===== src/rtl/psdl_params.svh =====
/*
  Constants of the port strap default loader: register offsets, field
  positions, reset values and the strap settling count.
  Assumes it is included by bare name from the loader module and the bench files.
*/
`ifndef PSDL_PARAMS_SVH
`define PSDL_PARAMS_SVH

// Byte offsets of the APB registers.
`define PSDL_OFS_P1_FLOWCTL 12'h000
`define PSDL_OFS_P1_ADVERT 12'h004
`define PSDL_OFS_P2_BASIC 12'h008
`define PSDL_OFS_P2_ADVERT 12'h00c
`define PSDL_OFS_P2_SPECIAL 12'h010
`define PSDL_OFS_P2_MODES 12'h014
`define PSDL_OFS_STRAPS 12'h018

// Field positions.
`define PSDL_B_MANUAL_SEL 0
`define PSDL_B_TX_PAUSE 1
`define PSDL_B_RX_PAUSE 2
`define PSDL_B_SYM_PAUSE 10
`define PSDL_B_ADV_10FD 6
`define PSDL_B_ADV_10HD 5
`define PSDL_B_AN_EN 12
`define PSDL_B_SPEED_LSB 13
`define PSDL_B_DUPLEX 8
`define PSDL_B_XOVER_OVR 15
`define PSDL_B_SW_AUTO 14
`define PSDL_B_SW_MDIX 13
`define PSDL_B_EFF_AUTO 1
`define PSDL_B_EFF_MDIX 0

// Strap vector bit order.
`define PSDL_S_P1_MANUAL 0
`define PSDL_S_P1_FDPAUSE 1
`define PSDL_S_P2_AUTO 2
`define PSDL_S_P2_MANUAL 3
`define PSDL_S_P2_AN 4
`define PSDL_S_P2_SPEED 5

// Reset values: strap defaults and bits without a strap.
`define PSDL_STRAP_RST 6'h36
`define PSDL_DUPLEX_RST 1'h1
`define PSDL_MODE_AUTONEG 3'h7

// Final settle count: the strap synchroniser is given this many cycles plus one to settle after reset release.
`define PSDL_SETTLE_CYCLES 2'h3

`endif


===== src/rtl/psdl_pkg.sv =====
/*
  Types of the port strap default loader: the loader state and the
  packed struct that holds all state of the module.
  Assumes psdl_params.svh is on the include path.
*/
package psdl_pkg;
  typedef enum logic [2:0] {
    PSDL_SETTLE = 3'b001,
    PSDL_LOAD = 3'b010,
    PSDL_RUN = 3'b100
  } psdl_state_t;

  typedef struct packed {
    psdl_state_t st;
    logic [1:0] settle_cnt;
    logic [5:0] sync1;
    logic [5:0] sync2;
    logic [5:0] straps;
    logic loaded;
    logic p1_manual_sel;
    logic p1_pause_auto;
    logic p1_tx_pause;
    logic p1_rx_pause;
    logic p1_sym_pause;
    logic p2_an;
    logic p2_speed;
    logic p2_duplex;
    logic p2_adv_10fd;
    logic p2_adv_10hd;
    logic [2:0] p2_mode;
    logic p2_xover_ovr;
    logic p2_sw_auto;
    logic p2_sw_mdix;
    logic p2_auto_eff;
    logic p2_mdix_eff;
    logic pready;
    logic pslverr;
    logic [31:0] prdata;
  } psdl_regs_t;
endpackage : psdl_pkg


===== src/rtl/psdl_loader.sv =====
/*
  Port strap default loader: synchronises the strap pins, loads them as
  the defaults of the port 1 flow-control bits and the port 2 PHY
  control, advertisement and mode bits, and serves them over APB.
  Assumes strap pins are static around reset and may come from any
  clock domain; pclk runs at 250 MHz.
*/
`timescale 1ns/1ps
`include "psdl_params.svh"

module psdl_loader
(
  input wire logic pclk,
  input wire logic presetn,
  input wire logic psel,
  input wire logic penable,
  input wire logic pwrite,
  input wire logic [11:0] paddr,
  input wire logic [31:0] pwdata,
  input wire logic [3:0] pstrb,
  output logic [31:0] prdata,
  output logic pready,
  output logic pslverr,
  input wire logic p1_manual_flowctl_strap,
  input wire logic p1_fullduplex_pause_strap,
  input wire logic p2_auto_xover_strap,
  input wire logic p2_manual_xover_strap,
  input wire logic p2_autoneg_strap,
  input wire logic p2_speed_strap,
  output logic defaults_loaded,
  output logic p1_manual_flowctl_select,
  output logic p1_pause_from_autoneg,
  output logic p1_tx_pause_enable,
  output logic p1_rx_pause_enable,
  output logic p1_sym_pause_advert,
  output logic p2_autoneg_enable,
  output logic p2_speed_select_low,
  output logic p2_duplex_select,
  output logic p2_advert_10fd,
  output logic p2_advert_10hd,
  output logic [2:0] p2_phy_mode,
  output logic p2_auto_xover_active,
  output logic p2_mdix_select
);
  import psdl_pkg::*;

  psdl_regs_t cur_ff;
  psdl_regs_t nxt_regs;

  // Merge write data into an old word, honouring the byte strobes.
  function automatic logic [31:0] psdl_merge
  (
    input logic [31:0] old_w,
    input logic [31:0] new_w,
    input logic [3:0] strb
  );
    logic [31:0] res;
    res = old_w;
    for (int i = 0; i < 4; i++)
    begin
      if (strb[i])
      begin
        res[8*i +: 8] = new_w[8*i +: 8];
      end
    end
    return res;
  endfunction : psdl_merge

  // Strap-derived defaults; applied only once, in the load state,
  // from the synchronised strap vector.
  function automatic psdl_regs_t psdl_defaults
  (
    input psdl_regs_t r,
    input logic [5:0] s
  );
    psdl_regs_t o;
    o = r;
    o.p1_manual_sel = s[`PSDL_S_P1_MANUAL];
    o.p1_pause_auto = ~s[`PSDL_S_P1_MANUAL];
    o.p1_sym_pause = ~s[`PSDL_S_P1_MANUAL];
    o.p1_tx_pause = s[`PSDL_S_P1_FDPAUSE];
    o.p1_rx_pause = s[`PSDL_S_P1_FDPAUSE];
    o.p2_an = s[`PSDL_S_P2_AN];
    o.p2_speed = s[`PSDL_S_P2_SPEED];
    o.p2_duplex = `PSDL_DUPLEX_RST;
    // Auto-negotiation advertises every 10BASE-T ability; a forced link
    // advertises 10BASE-T only when it is forced to 10 Mbps.
    o.p2_adv_10fd = s[`PSDL_S_P2_AN] | ~s[`PSDL_S_P2_SPEED];
    o.p2_adv_10hd = s[`PSDL_S_P2_AN] | ~s[`PSDL_S_P2_SPEED];
    if (s[`PSDL_S_P2_AN])
    begin
      o.p2_mode = `PSDL_MODE_AUTONEG;
    end
    else
    begin
      o.p2_mode = {1'b0, s[`PSDL_S_P2_SPEED], `PSDL_DUPLEX_RST};
    end
    o.p2_xover_ovr = 1'b0;
    o.p2_sw_auto = s[`PSDL_S_P2_AUTO];
    o.p2_sw_mdix = s[`PSDL_S_P2_MANUAL];
    return o;
  endfunction : psdl_defaults

  // Read mux of the register map.
  function automatic logic [31:0] psdl_read
  (
    input psdl_regs_t r,
    input logic [11:0] addr
  );
    logic [31:0] d;
    d = 32'h0;
    unique case (addr)
      `PSDL_OFS_P1_FLOWCTL:
      begin
        d[`PSDL_B_MANUAL_SEL] = r.p1_manual_sel;
        d[`PSDL_B_TX_PAUSE] = r.p1_tx_pause;
        d[`PSDL_B_RX_PAUSE] = r.p1_rx_pause;
      end
      `PSDL_OFS_P1_ADVERT:
      begin
        d[`PSDL_B_SYM_PAUSE] = r.p1_sym_pause;
      end
      `PSDL_OFS_P2_BASIC:
      begin
        d[`PSDL_B_AN_EN] = r.p2_an;
        d[`PSDL_B_SPEED_LSB] = r.p2_speed;
        d[`PSDL_B_DUPLEX] = r.p2_duplex;
      end
      `PSDL_OFS_P2_ADVERT:
      begin
        d[`PSDL_B_ADV_10FD] = r.p2_adv_10fd;
        d[`PSDL_B_ADV_10HD] = r.p2_adv_10hd;
      end
      `PSDL_OFS_P2_SPECIAL:
      begin
        d[`PSDL_B_XOVER_OVR] = r.p2_xover_ovr;
        d[`PSDL_B_SW_AUTO] = r.p2_sw_auto;
        d[`PSDL_B_SW_MDIX] = r.p2_sw_mdix;
        d[`PSDL_B_EFF_AUTO] = r.p2_auto_eff;
        d[`PSDL_B_EFF_MDIX] = r.p2_mdix_eff;
      end
      `PSDL_OFS_P2_MODES:
      begin
        d[2:0] = r.p2_mode;
      end
      `PSDL_OFS_STRAPS:
      begin
        d[5:0] = r.straps;
      end
      default:
      begin
        d = 32'h0;
      end
    endcase
    return d;
  endfunction : psdl_read

  function automatic logic psdl_mapped
  (
    input logic [11:0] addr
  );
    return (addr == `PSDL_OFS_P1_FLOWCTL) || (addr == `PSDL_OFS_P1_ADVERT) ||
           (addr == `PSDL_OFS_P2_BASIC) || (addr == `PSDL_OFS_P2_ADVERT) ||
           (addr == `PSDL_OFS_P2_SPECIAL) || (addr == `PSDL_OFS_P2_MODES) ||
           (addr == `PSDL_OFS_STRAPS);
  endfunction : psdl_mapped

  always_comb
  begin
    logic [31:0] wd;
    logic do_write;
    wd = 32'h0;
    do_write = 1'b0;
    nxt_regs = cur_ff;
    nxt_regs.sync1 = {p2_speed_strap, p2_autoneg_strap, p2_manual_xover_strap,
                      p2_auto_xover_strap, p1_fullduplex_pause_strap,
                      p1_manual_flowctl_strap};
    nxt_regs.sync2 = cur_ff.sync1;
    nxt_regs.pready = 1'b0;
    nxt_regs.pslverr = 1'b0;
    unique case (cur_ff.st)
      PSDL_SETTLE:
      begin
        // The straps are only sampled once both synchroniser stages hold
        // post-reset pin levels.
        nxt_regs.settle_cnt = cur_ff.settle_cnt + 2'h1;
        if (cur_ff.settle_cnt == `PSDL_SETTLE_CYCLES)
        begin
          nxt_regs.st = PSDL_LOAD;
        end
      end
      PSDL_LOAD:
      begin
        nxt_regs = psdl_defaults(nxt_regs, cur_ff.sync2);
        nxt_regs.straps = cur_ff.sync2;
        nxt_regs.loaded = 1'b1;
        nxt_regs.st = PSDL_RUN;
      end
      PSDL_RUN:
      begin
        // Straps are frozen from here; later pin changes have no effect.
        if (psel && !cur_ff.pready)
        begin
          nxt_regs.pready = 1'b1;
          nxt_regs.pslverr = !psdl_mapped(paddr) ||
                             (pwrite && (paddr == `PSDL_OFS_STRAPS));
          nxt_regs.prdata = pwrite ? 32'h0 : psdl_read(cur_ff, paddr);
        end
        do_write = cur_ff.pready && psel && penable && pwrite;
        if (do_write)
        begin
          wd = psdl_merge(psdl_read(cur_ff, paddr), pwdata, pstrb);
          unique case (paddr)
            `PSDL_OFS_P1_FLOWCTL:
            begin
              nxt_regs.p1_manual_sel = wd[`PSDL_B_MANUAL_SEL];
              nxt_regs.p1_pause_auto = ~wd[`PSDL_B_MANUAL_SEL];
              nxt_regs.p1_tx_pause = wd[`PSDL_B_TX_PAUSE];
              nxt_regs.p1_rx_pause = wd[`PSDL_B_RX_PAUSE];
            end
            `PSDL_OFS_P1_ADVERT:
            begin
              nxt_regs.p1_sym_pause = wd[`PSDL_B_SYM_PAUSE];
            end
            `PSDL_OFS_P2_BASIC:
            begin
              nxt_regs.p2_an = wd[`PSDL_B_AN_EN];
              nxt_regs.p2_speed = wd[`PSDL_B_SPEED_LSB];
              nxt_regs.p2_duplex = wd[`PSDL_B_DUPLEX];
            end
            `PSDL_OFS_P2_ADVERT:
            begin
              nxt_regs.p2_adv_10fd = wd[`PSDL_B_ADV_10FD];
              nxt_regs.p2_adv_10hd = wd[`PSDL_B_ADV_10HD];
            end
            `PSDL_OFS_P2_SPECIAL:
            begin
              nxt_regs.p2_xover_ovr = wd[`PSDL_B_XOVER_OVR];
              nxt_regs.p2_sw_auto = wd[`PSDL_B_SW_AUTO];
              nxt_regs.p2_sw_mdix = wd[`PSDL_B_SW_MDIX];
            end
            `PSDL_OFS_P2_MODES:
            begin
              nxt_regs.p2_mode = wd[2:0];
            end
            default:
            begin
              nxt_regs.p2_mode = nxt_regs.p2_mode;
            end
          endcase
        end
      end
      default:
      begin
        nxt_regs.st = PSDL_SETTLE;
      end
    endcase
    // The effective crossover follows the stored state of the next cycle,
    // so a write to the override shows on the pins at the edge that stores it.
    if (nxt_regs.p2_xover_ovr)
    begin
      nxt_regs.p2_auto_eff = nxt_regs.p2_sw_auto;
      nxt_regs.p2_mdix_eff = nxt_regs.p2_sw_mdix;
    end
    else
    begin
      nxt_regs.p2_auto_eff = nxt_regs.straps[`PSDL_S_P2_AUTO];
      nxt_regs.p2_mdix_eff = nxt_regs.straps[`PSDL_S_P2_MANUAL];
    end
  end

  always_ff @(posedge pclk or negedge presetn)
  begin
    if (!presetn)
    begin
      cur_ff <= psdl_regs_t'{
        st: PSDL_SETTLE,
        settle_cnt: 2'h0,
        sync1: 6'h0,
        sync2: 6'h0,
        straps: `PSDL_STRAP_RST,
        loaded: 1'b0,
        p1_manual_sel: 1'b0,
        p1_pause_auto: 1'b1,
        p1_tx_pause: 1'b1,
        p1_rx_pause: 1'b1,
        p1_sym_pause: 1'b1,
        p2_an: 1'b1,
        p2_speed: 1'b1,
        p2_duplex: `PSDL_DUPLEX_RST,
        p2_adv_10fd: 1'b1,
        p2_adv_10hd: 1'b1,
        p2_mode: `PSDL_MODE_AUTONEG,
        p2_xover_ovr: 1'b0,
        p2_sw_auto: 1'b1,
        p2_sw_mdix: 1'b0,
        p2_auto_eff: 1'b1,
        p2_mdix_eff: 1'b0,
        pready: 1'b0,
        pslverr: 1'b0,
        prdata: 32'h0
      };
    end
    else
    begin
      cur_ff <= nxt_regs;
    end
  end

  assign prdata = cur_ff.prdata;
  assign pready = cur_ff.pready;
  assign pslverr = cur_ff.pslverr;
  assign defaults_loaded = cur_ff.loaded;
  assign p1_manual_flowctl_select = cur_ff.p1_manual_sel;
  assign p1_pause_from_autoneg = cur_ff.p1_pause_auto;
  assign p1_tx_pause_enable = cur_ff.p1_tx_pause;
  assign p1_rx_pause_enable = cur_ff.p1_rx_pause;
  assign p1_sym_pause_advert = cur_ff.p1_sym_pause;
  assign p2_autoneg_enable = cur_ff.p2_an;
  assign p2_speed_select_low = cur_ff.p2_speed;
  assign p2_duplex_select = cur_ff.p2_duplex;
  assign p2_advert_10fd = cur_ff.p2_adv_10fd;
  assign p2_advert_10hd = cur_ff.p2_adv_10hd;
  assign p2_phy_mode = cur_ff.p2_mode;
  assign p2_auto_xover_active = cur_ff.p2_auto_eff;
  assign p2_mdix_select = cur_ff.p2_mdix_eff;
endmodule : psdl_loader


===== config.mk =====
export PLATFORM = sky130hd
export DESIGN_NAME = psdl_loader
export DESIGN_NICKNAME = d
export VERILOG_FILES = /design/src/rtl/psdl_pkg.sv /design/src/rtl/psdl_loader.sv
export VERILOG_INCLUDE_DIRS = /design/src /design/src/rtl
export SDC_FILE = /design/constraint.sdc
export NUM_CORES = 1
export LEC_CHECK = 0
export BUFFER_PORTS_ARGS = -buffer_cell sky130_fd_sc_hd__buf_2
export CORE_ASPECT_RATIO = 1.2
export CORE_MARGIN = 10
export CORE_UTILIZATION = 53
export DETAILED_ROUTE_END_ITERATION = 7
export PLACE_DENSITY = 0.82
export SLEW_MARGIN = 10
export SYNTH_ARGS = -nofsm -noshare
export SYNTH_HDL_FRONTEND = slang
export SYNTH_SLANG_ARGS = --single-unit

===== constraint.sdc =====
create_clock -name pclk -period 5.1 [get_ports pclk]
set_clock_uncertainty 0.1 [all_clocks]
set_input_delay 1.275 -clock pclk [delete_from_list [all_inputs] [get_ports pclk]]
set_output_delay 1.275 -clock pclk [all_outputs]
set_load 0.02 [all_outputs]

Yosys cells after proc, flatten, opt, wreduce, memory -nomap -nowiden
Index checks and enable logic that the tools add are counted.
{"block": "word_totals", "reg_bits": 76, "in_bits": 59, "out_inout_bits": 50, "wordCells": 102}
{"block": "classes", "add_sub_neg": 1, "eq_ne": 17, "muxes": 30, "bitwise": 5, "n_reduce_logical": 23}
{"operator": "34-bit two-way mux", "count": 2}
{"operator": "12-bit by 5-bit equality test with 1-bit output, second input constant", "count": 3}
{"operator": "16-bit two-way mux", "count": 2}
{"operator": "16-bit case mux with 2 select lines", "count": 1}
{"operator": "12-bit by 4-bit equality test with 1-bit output, second input constant", "count": 2}
{"operator": "7-bit two-way mux", "count": 3}
{"operator": "3-bit two-way mux", "count": 5}
{"operator": "3-bit AND reduction", "count": 5}
{"operator": "2-bit inequality test, second input constant", "count": 7}
{"operator": "12-bit by 3-bit equality test with 1-bit output, second input constant", "count": 1}
{"operator": "12-bit logical NOT", "count": 1}
{"operator": "3-bit case mux with 3 select lines", "count": 1}
{"operator": "2-bit two-way mux", "count": 4}
{"operator": "8-bit two-way mux", "count": 1}
{"operator": "2-bit case mux with 4 select lines", "count": 1}
{"operator": "1-bit logical OR", "count": 7}
{"operator": "1-bit logical AND", "count": 5}
{"operator": "1-bit two-way mux", "count": 5}
{"operator": "5-bit two-way mux", "count": 1}
{"operator": "4-bit two-way mux", "count": 1}
{"operator": "1-bit NOT", "count": 4}
{"operator": "1-bit case mux with 2 select lines", "count": 2}
{"operator": "2-bit AND reduction", "count": 2}
{"operator": "3-bit by 1-bit equality test with 1-bit output, second input constant", "count": 1}
{"operator": "other kinds (8)", "count": 9}

Longest topological paths before layout
Gate-level depths: netlist (run 1).
{"block": "logic_depth", "word_depth": 11, "mapped_depth": 7, "ltp_nobuf": 5}

Least setup slack after synthesis (run 1)
Ideal clock, no wire load.
{"block": "synth_path", "path_kind": "input-to-reg", "from": "input port pwrite", "to": "register cur_ff (netlist bit p2_auto_xover_active)", "setup_ns": 0.082, "arrival_ns": 2.695, "required_ns": 4.918, "path_slack_ns": 2.223, "stages": 7, "n_path_buf": 2, "path_cell_list": "clkbuf_1 -> nand4_1 -> or2_1 -> buf_6 -> nor3_4 -> o21a_1 -> mux2_2"}
{"item": "start, declared", "line_no": "psdl_loader.sv:17", "text": "input wire logic pwrite,"}
{"item": "end signal, assigned", "line_no": "psdl_loader.sv:276", "text": "cur_ff <= psdl_regs_t'{"}
{"item": "end signal, assigned", "line_no": "psdl_loader.sv:306", "text": "cur_ff <= nxt_regs;"}
{"item": "end, declared", "line_no": "psdl_loader.sv:47", "text": "psdl_regs_t cur_ff;"}

Worst setup path after layout (run 1)
{"block": "layout_path", "from": "input port paddr[9]", "to": "register cur_ff (netlist bit prdata[3])"}
{"block": "layout_via", "elab_chain_cells": 3}
{"item": "start, declared", "line_no": "psdl_loader.sv:18", "text": "input wire logic [11:0] paddr,"}
{"item": "12-bit by 5-bit equality test with 1-bit output", "line_no": "psdl_loader.sv:112", "text": "unique case (addr)"}
{"item": "2-bit two-way mux", "line_no": "psdl_loader.sv:112"}
{"item": "16-bit two-way mux", "line_no": "psdl_loader.sv:207", "text": "nxt_regs.prdata = pwrite ? 32'h0 : psdl_read(cur_ff, paddr);"}
Every way passes these cells.
A chain may end at the register's enable or synchronous reset.

==> flow_summary.toml, run 1 <==
[detailed_routing]
avgViaCountPerCell = 5.57
drt.antenna.violating_nets = 0
routedWlPerCell_um = 17.3
drt_iter0_markers = 180
drt_wl_total_um = 6800
detailedRoute.firstPassIterationCount = 4
drt_drc_violations_left = 0
num_vias = 2185

[synth]
post_synth_mux_area_share_pct = 1.88
syn_inst = 278
synth-simple-area-share_pct = 18.4
synth_fa_ha_area_share_pct = 0.437
yosysWarningCount = 0
synth_xor_xnor_area_share_pct = 0.306
edff_count_synth = 0
synth.ff_latch_count = 57
summed_instance_area_of_the_synthesized_netlist_um2 = 2860
synth_compound_area_share_pct = 16.2
syn-mean-instance-area_um2 = 10.3
synth-seq-area-share_pct = 50.7
async_flop_share_pct = 100
dominantRegCellSynth = "sky130_fd_sc_hd__dfrtp_1"
yosysUniqueCellTypes = 58
synth_top_family_by_area = "simple AND/OR/NAND/NOR gates"

[placement]
io_buffers = 66
detailed_place_hpwl_um = 5020
gpl_wtd_cong = 0.838

[clocking]
root_buffer = "sky130_fd_sc_hd__clkbuf_8"
clock_sink_count = 57
post_cts_buffers = 0
latest_clock_arrival_within_the_worst_skew_pair_ns = 0.34
cts-resized-gates = 0
cts_tree = "done"
cts-buffers-inserted = 9
ctsLongestPathBuffers = 2
cts_hold_repair.buffers = 0
worst_setup_hold_path_clk_slew_ns = 0.06
h-tree-depth = 3

[critical_path]
reg2reg_from = "cur_ff[74]$_DFFE_PN0P_"
cp_data_required_time_ns = 5.27
timing.rr.end = "prdata[3]$_DFFE_PN0P_"
r2r_cells = 5
crit_type = "in -> reg"
crit_path_end_kind = "flip-flop"
ff2ff_setup_slack_ns = 2.39
worst-path-max-fanout = 14
cp.arrival_ns = 3.38
start_kind = "input port"

[hold_path]
timing.hold.worst.class = "reg -> reg"
worst_hold_path.num_cells = 0
hold_path_end = "cur_ff[63]$_DFF_PN0_"
hold_start = "cur_ff[69]$_DFF_PN0_"

[sta]
rsz_0062_raised_after_global_routing = "no"
max_freq_mhz = 312
post-route-period-util_pct = 62.9
final-hold-violation-count = 0
holdWs_ns = 0.247
timing_max_transition_violations_final = 0
period_needed_ns = 3.21
report.final.setup_viol = 0
max-slew-margin-rel_pct = 41.6
final.setup.tns_ns = 0
tightest_slew_ns = 0.873

[floorplan]
design.core.area_um2 = 5260
die_area_um2 = 8750
start_util_pct = 54.4
core.rowCount = 29
die_y_um = 100
pin_count = 109
die_width_um = 87.1

[cells_and_area]
largest-register = "cur_ff"
post_route_cells_drive_above_1_share_pct = 34.8
n_antenna_cell = 0
layout.cells.most_common_list = "sky130_fd_sc_hd__buf_2, sky130_fd_sc_hd__dfrtp_1, sky130_fd_sc_hd__nand2_1"
areaGrowthSynthToFinish_pct = 13.0
largest_register_ffs = 26
number_of_nets_in_the_final_layout = 385
layout_commonest_cell = "sky130_fd_sc_hd__buf_2"

[power]
power_frac_comb_pct = 8.9
leakage_nw = 1.55
share_seq_of_total_power_pct = 47.9
powerDensity_nw_per_um2 = 311
switching_share_pct = 23.8
power_w = 0.00101
cell_internal_pwr_w = 0.000766
switching_power_of_the_nets_w = 0.000239
largest_vdd_supply_drop_mv = 0.186
clk_pwr_share_pct = 43.2

[global_route]
maximum_number_of_pins_on_one_net_before_global_route_repair = 58
globalRouteTotalUtil_pct = 15.6
vias_in_the_first_global_route = 2217
antenna_found_initial = 0
overflow = 0
wire_length_of_the_first_global_routing_pass_um = 10800

[outcome]
run_status = "finished, final reports clean"

[flow_run]
maxCapViolCount = 0
## worst max path at each step
stage / depth (start not counted) / slack, ns / endpoint / start
floorplan: 7 / 2.22 / p2_auto_xover_active$_DFF_PN1_ / pwrite
global placement: 6 / 1.56 / prdata[3]$_DFFE_PN0P_ / paddr[9]
detailed placement: 6 / 1.54 / prdata[3]$_DFFE_PN0P_ / paddr[9]
CTS: 6 / 1.87 / prdata[4]$_DFFE_PN0P_ / paddr[9]
global route: 6 / 1.69 / prdata[3]$_DFFE_PN0P_ / paddr[9]
finish: 6 / 1.89 / prdata[3]$_DFFE_PN0P_ / paddr[9]
## area by class of cell
class                           count  area [um2]
Clock buffer                       14         173
Clock inverter                      2        35.0
Fill cell                         442        2030
Inverter                            5        18.8
Multi-Input combinational cell    185        1140
Sequential cell                    57        1450
Tap cell                           62        77.6
Timing Repair Buffer               67         338
## metal layers
layer / part of all wire, % / vias up / track usage (%)
met2: 46 / 113 / 23.0
met3: 12 / 10 / 7.12
li1: - / 1031 / -
met5: 0 / - / 0
met4: 1.6 / 0 / 7.99
met1: 40 / 1031 / 18.6
## synthesized netlist by cell type (2+ instances only)
master / instances / area, um2
sky130_fd_sc_hd__o21a_1: 2 / 15.0
sky130_fd_sc_hd__o31a_1: 2 / 17.5
sky130_fd_sc_hd__buf_4: 35 / 263
sky130_fd_sc_hd__o41ai_1: 2 / 17.5
sky130_fd_sc_hd__nand3b_1: 3 / 22.5
sky130_fd_sc_hd__nor2_1: 9 / 33.8
sky130_fd_sc_hd__mux2_2: 3 / 33.8
sky130_fd_sc_hd__dfrtp_1: 38 / 951
sky130_fd_sc_hd__o21ai_0: 10 / 50.1
sky130_fd_sc_hd__and2_1: 3 / 18.8
sky130_fd_sc_hd__a22oi_1: 4 / 30.0
sky130_fd_sc_hd__or3b_2: 2 / 17.5
sky130_fd_sc_hd__a2bb2oi_1: 2 / 17.5
sky130_fd_sc_hd__nand2b_1: 2 / 12.5
sky130_fd_sc_hd__nand3_1: 10 / 50.1
sky130_fd_sc_hd__o22ai_1: 2 / 12.5
sky130_fd_sc_hd__o211ai_1: 5 / 37.5
sky130_fd_sc_hd__o31ai_1: 5 / 37.5
sky130_fd_sc_hd__a21oi_1: 5 / 25.0
sky130_fd_sc_hd__a31oi_1: 2 / 12.5
sky130_fd_sc_hd__nor4_1: 2 / 12.5
sky130_fd_sc_hd__and3_1: 7 / 43.8
sky130_fd_sc_hd__dfstp_2: 19 / 499
sky130_fd_sc_hd__nor3b_1: 4 / 30.0
sky130_fd_sc_hd__nand4_1: 2 / 12.5
sky130_fd_sc_hd__nor2b_1: 4 / 25.0
sky130_fd_sc_hd__a21o_1: 2 / 15.0
sky130_fd_sc_hd__a211o_1: 2 / 17.5
sky130_fd_sc_hd__mux2i_1: 2 / 20.0
sky130_fd_sc_hd__inv_1: 5 / 18.8
sky130_fd_sc_hd__nor3_1: 6 / 30.0
sky130_fd_sc_hd__a22o_1: 6 / 52.6
sky130_fd_sc_hd__nand2_1: 36 / 135
sky130_fd_sc_hd__clkbuf_1: 11 / 41.3
## critical path, cell delays in order
cell	delay [ns]
sky130_fd_sc_hd__buf_2	0.10
sky130_fd_sc_hd__nor4_1	0.32
sky130_fd_sc_hd__nand3_1	0.59
sky130_fd_sc_hd__nor3_1	0.65
sky130_fd_sc_hd__and3_1	0.29
sky130_fd_sc_hd__a22o_1	0.14
## metrics by stage
step / util [%] / std cells / area, um2 / worst slack [ns]
floorplan: - / 296 / 2930 / 2.22
global placement: 57.5 / 376 / 3020 / 1.56
detailed placement: 57.5 / 376 / 3020 / 1.54
CTS: 61.4 / 392 / 3230 / 1.87
global route: 61.4 / 392 / 3230 / 1.69
finish: 61.4 / 392 / 3230 / 1.89
## kinds of logic (layout without fill, tap and decap cells)
logic type | Yosys count | after routing
simple gates | 98 | 98
compound gates | 61 | 61
flops | 57 | 57
buf+inv | 54 | 88
mux | 5 | 5
fa+ha+maj | 1 | 1
other cells | 1 | 19
xor+xnor | 1 | 1
## power groups by stage
stage                     Combinational, W  Sequential [W]  Clock (W)
after global placement           0.0000883        0.000488          0
after CTS                        0.0000894        0.000481   0.000440
after global routing             0.0000996        0.000483   0.000463
final                            0.0000897        0.000481   0.000434
after floorplan                  0.0000580        0.000493          0
after detailed placement         0.0000891        0.000489          0
Note: power is estimated with default switching activity, not from simulation.
==> inputs of run 2 (changes only) <==
- CORE_UTILIZATION: 53 -> 49
- PLACE_DENSITY: 0.82 -> 0.77
- clock period: 5.1 -> 3 ns (I/O delays scaled with it)
==> flow_summary.toml, run 2 (same netlist as run 1, synthesis figures left out) <==
[floorplan]
core.rowCount = 30
die_area_um2 = 9310
start_util_pct = 50.5
die_y_um = 104
die_width_um = 89.7
pin_count = 109
design.core.area_um2 = 5670

[power]
powerDensity_nw_per_um2 = 493
power_w = 0.00160
leakage_nw = 1.55
largest_vdd_supply_drop_mv = 0.333

[cells_and_area]
post_route_cells_drive_above_1_share_pct = 35.3
layout.cells.most_common_list = "sky130_fd_sc_hd__buf_2, sky130_fd_sc_hd__dfrtp_1, sky130_fd_sc_hd__nand2_1"
fin_cells = 414
layout_commonest_cell = "sky130_fd_sc_hd__buf_2"
number_of_nets_in_the_final_layout = 389
areaGrowthSynthToFinish_pct = 13.5
n_antenna_cell = 0
final.fill_count = 511
largest_register_ffs = 26
largest-register = "cur_ff"

[clocking]
ctsLongestPathBuffers = 2
worst_setup_hold_path_clk_slew_ns = 0.06
clock_sink_count = 57
h-tree-depth = 3
cts-resized-gates = 0
post_cts_buffers = 0
cts-buffers-inserted = 9
root_buffer = "sky130_fd_sc_hd__clkbuf_8"
latest_clock_arrival_within_the_worst_skew_pair_ns = 0.34
cts_hold_repair.buffers = 0
cts_tree = "done"

[sta]
report.final.setup_viol = 0
tightest_slew_ns = 0.562
final-hold-violation-count = 0
period_needed_ns = 2.31
postLayoutSetupSlackWorst_ns = 0.687
post-route-period-util_pct = 77.1
max_freq_mhz = 432
max-slew-margin-rel_pct = 62.5
holdWs_ns = 0.246
rsz_0062_raised_after_global_routing = "no"
final.setup.tns_ns = 0
timing_max_transition_violations_final = 0

[critical_path]
timing.critical_path.buf_inv = 1
cp.depth = 6
worst-path-max-fanout = 12
top_delay_family_on_crit_path = "simple AND/OR/NAND/NOR gates"
reg2reg_from = "cur_ff[74]$_DFFE_PN0P_"
stage_delay_of_the_slowest_cell_on_the_critical_path_ns = 0.54
worstPathCellList = "buf_2 > nor4_1 > and3_1 > o21ai_0 > o21a_1 > o21ai_0"
ff2ff_setup_slack_ns = 0.82
crit_path_end_kind = "flip-flop"
r2r_cells = 5
worstSetupStartpoint = "paddr[9]"
timing.rr.end = "p2_auto_xover_active$_DFF_PN1_"
critical-path-slowest-cell = "sky130_fd_sc_hd__and3_1"
start_kind = "input port"
worst_path_most_repeated_cell = "sky130_fd_sc_hd__o21ai_0"
cp.arrival_ns = 2.47
crit_type = "in -> reg"
cp_data_required_time_ns = 3.16

[detailed_routing]
drt_wl_total_um = 6930
drt_iter0_markers = 194
avgViaCountPerCell = 5.33
drt_drc_violations_left = 0
detailedRoute.firstPassIterationCount = 5
num_vias = 2206
drt.antenna.violating_nets = 0
routedWlPerCell_um = 16.7

[placement]
gpl_wtd_cong = 0.854
place_worst_setup_slack_ns = 0.363
dp.cells = 398
io_buffers = 66
detailed_place_hpwl_um = 5270

[global_route]
maximum_number_of_pins_on_one_net_before_global_route_repair = 27
vias_in_the_first_global_route = 2317
wire_length_of_the_first_global_routing_pass_um = 11400
globalRouteTotalUtil_pct = 15.1
antenna_found_initial = 0
overflow = 0

[outcome]
run_status = "finished, final reports clean"

[hold_path]
hold_path_end = "cur_ff[64]$_DFF_PN0_"
timing.hold.worst.class = "reg -> reg"
worst_hold_path.num_cells = 0
hold_start = "cur_ff[70]$_DFF_PN0_"

[flow_run]
maxCapViolCount = 0
## run 2: cell types whose count changed in the layout (fill, tap and decap cells not counted)
cell / delta
sky130_fd_sc_hd__buf_4: +4
sky130_fd_sc_hd__bufinv_16: -1
sky130_fd_sc_hd__clkbuf_8: -1
sky130_fd_sc_hd__nor3b_1: +1
sky130_fd_sc_hd__nor3b_2: -1
sky130_fd_sc_hd__clkinv_2: +2
## run 2: metal layers
layer  up-vias  GRT usage (%)  routed length (um)
met5         -              0                   0
li1       1047              -                   -
met2        95           23.4                3310
met3        16           4.77                 580
met4         0           9.03                 177
met1      1048           17.9                2860
## run 2: layout make-up
class / count / area [um2] / area share [%]
flip-flops and latches: 57 / 1450 / 44.7
multi-input cells: 185 / 1130 / 35.0
repair buffers: 71 / 368 / 11.3
clock buffers: 13 / 159 / 4.90
well taps: 80 / 100 / 3.08
inverters: 5 / 18.8 / 0.578
clock inverters: 3 / 15.0 / 0.463
## run 2: worst reg2reg max path, stage by stage (launching register included)
cell,delay [ns]
sky130_fd_sc_hd__dfrtp_1,0.41
sky130_fd_sc_hd__or3b_4,0.44
sky130_fd_sc_hd__or2_1,0.38
sky130_fd_sc_hd__nor3_4,0.24
sky130_fd_sc_hd__o21a_1,0.19
sky130_fd_sc_hd__mux2_2,0.34
## run 2: worst max-delay path by stage
stage,slack [ns],to
global placement,0.41,prdata[3]$_DFFE_PN0P_
finish,0.69,p1_tx_pause_enable$_DFFE_PN1P_
floorplan,0.65,p2_auto_xover_active$_DFF_PN1_
CTS,0.70,prdata[4]$_DFFE_PN0P_
global route,0.57,prdata[3]$_DFFE_PN0P_
detailed placement,0.36,prdata[3]$_DFFE_PN0P_
## run 2: power by group
group | total [W] | internal, W | leakage, nW | switching, W
Combinational | 0.000156 | 0.0000499 | 0.780 | 0.000106
Clock | 0.000626 | 0.000340 | 0.0932 | 0.000286
Sequential | 0.000818 | 0.000803 | 0.678 | 0.0000152
Total | 0.00160 | 0.00119 | 1.55 | 0.000407
## run 2: per-stage QoR
step	utilization (%)	cell area [um2]
finish	57.3	3250
global route	57.3	3250
CTS	57.3	3250
detailed placement	54.2	3070
global placement	54.2	3070
floorplan	-	2930
==> inputs of run 3 (changes only) <==
- clock period: 3 -> 2.4 ns (I/O delays scaled with it)
==> flow_summary.toml, run 3 (same netlist as run 1, synthesis figures left out) <==
[clocking]
cts-buffers-inserted = 9
h-tree-depth = 3
latest_clock_arrival_within_the_worst_skew_pair_ns = 0.33
ctsLongestPathBuffers = 2
post_cts_buffers = 0
worst_setup_hold_path_clk_slew_ns = 0.07
cts_hold_repair.buffers = 0
clock_sink_count = 57
cts_tree = "done"
root_buffer = "sky130_fd_sc_hd__clkbuf_8"
cts-resized-gates = 0

[critical_path]
start_kind = "flip-flop"
worstPathCellList = "or3b_4 > or2_1 > nor3_4 > o21a_1 > mux2_2"
crit_path_end_kind = "flip-flop"
worst-path-max-fanout = 6
crit_type = "reg -> reg"
cp.arrival_ns = 2.32
cp_data_required_time_ns = 2.55
stage_delay_of_the_slowest_cell_on_the_critical_path_ns = 0.44
worstSetupStartpoint = "cur_ff[74]$_DFFE_PN0P_"
critical-path-slowest-cell = "sky130_fd_sc_hd__or3b_4"
reg2reg_from = "cur_ff[74]$_DFFE_PN0P_"

[placement]
gpl_wtd_cong = 0.827
dp.cells = 407
detailed_place_hpwl_um = 5330
postPlaceCellArea_um2 = 3160
place_worst_setup_slack_ns = -0.0103
io_buffers = 66

[global_route]
antenna_found_initial = 0
maximum_number_of_pins_on_one_net_before_global_route_repair = 58
globalRouteTotalUtil_pct = 15.1
overflow = 0
vias_in_the_first_global_route = 2330
wire_length_of_the_first_global_routing_pass_um = 11600

[cells_and_area]
largest-register = "cur_ff"
n_antenna_cell = 0
number_of_nets_in_the_final_layout = 398
layout.cells.most_common_list = "sky130_fd_sc_hd__buf_2, sky130_fd_sc_hd__dfrtp_1, sky130_fd_sc_hd__nand2_1"
post_route_cells_drive_above_1_share_pct = 36.7
areaGrowthSynthToFinish_pct = 17.2
final.fill_count = 508
largest_register_ffs = 26
layout.cell_area.non_filler_um2 = 3350
fin_cells = 423
layout_commonest_cell = "sky130_fd_sc_hd__buf_2"

[detailed_routing]
num_vias = 2214
drt.antenna.violating_nets = 0
avgViaCountPerCell = 5.23
routedWlPerCell_um = 16.3
drt_wl_total_um = 6900
drt_drc_violations_left = 0
drt_iter0_markers = 131
detailedRoute.firstPassIterationCount = 4

[sta]
timing_max_transition_violations_final = 0
max_freq_mhz = 462
postLayoutSetupSlackWorst_ns = 0.235
post-route-period-util_pct = 90.2
period_needed_ns = 2.17
holdWs_ns = 0.154
report.final.setup_viol = 0
final.setup.tns_ns = 0
final-hold-violation-count = 0
rsz_0062_raised_after_global_routing = "no"

[power]
largest_vdd_supply_drop_mv = 0.273
leakage_nw = 1.61
powerDensity_nw_per_um2 = 622

[floorplan]
design.core.area_um2 = 5670
die_y_um = 104
core.rowCount = 30
start_util_pct = 50.5
die_width_um = 89.7
pin_count = 109
die_area_um2 = 9310

[hold_path]
timing.hold.worst.class = "in -> async"

[flow_run]
maxCapViolCount = 0

[outcome]
run_status = "finished, final reports clean"
run 3: layer usage:
metal / routed length (um) / track usage [%] / vias up
met1: 2970 / 17.8 / 1067
li1: - / - / 1058
met5: 0 / 0 / -
met2: 3280 / 23.8 / 74
met4: 160 / 8.10 / 0
met3: 490 / 4.84 / 15
run 3: path summary, 6_finish.rpt:
path                       slack [ns]  depth (start not counted)                              end
max                              0.23                          5   p2_auto_xover_active$_DFF_PN1_
min                              0.15                          2      defaults_loaded$_DFFE_PN0N_
max reg2reg                      0.23                          5   p2_auto_xover_active$_DFF_PN1_
min reg2reg                      0.25                          0             cur_ff[63]$_DFF_PN0_
max in group asynchronous        1.74                          2  p1_sym_pause_advert$_DFFE_PN1P_
min in group pclk                0.25                          0             cur_ff[63]$_DFF_PN0_
run 3: cell type report:
type	instances	area (um2)	share of cell area, %
flip-flops and latches	57	1450	43.2
clock inverters	3	40.0	1.19
well taps	80	100	2.99
multi-input cells	185	1130	33.8
inverters	5	18.8	0.560
repair buffers	80	460	13.7
clock buffers	13	149	4.44
run 3: critical path, delay by kind of cell, from the launching register on:
kind / cells / cell delay [ns]
simple gates: 3 / 1.07
mux: 1 / 0.34
flops: 1 / 0.41
compound gates: 1 / 0.18
run 3: power breakdown:
part | internal [W] | total, W | switching [W]
Combinational | 0.0000701 | 0.000203 | 0.000133
Clock | 0.000505 | 0.000860 | 0.000355
Sequential | 0.00100 | 0.00102 | 0.0000196
Total | 0.00158 | 0.00209 | 0.000508
run 3: stage by stage:
| step | util, % | power (W) |
|---|---|---|
| global placement | 55.8 | 0.00124 |
| floorplan | - | 0.00117 |
| finish | 59.2 | 0.00209 |
| CTS | 59.2 | 0.00211 |
| detailed placement | 55.8 | 0.00124 |
| global route | 59.2 | 0.00218 |
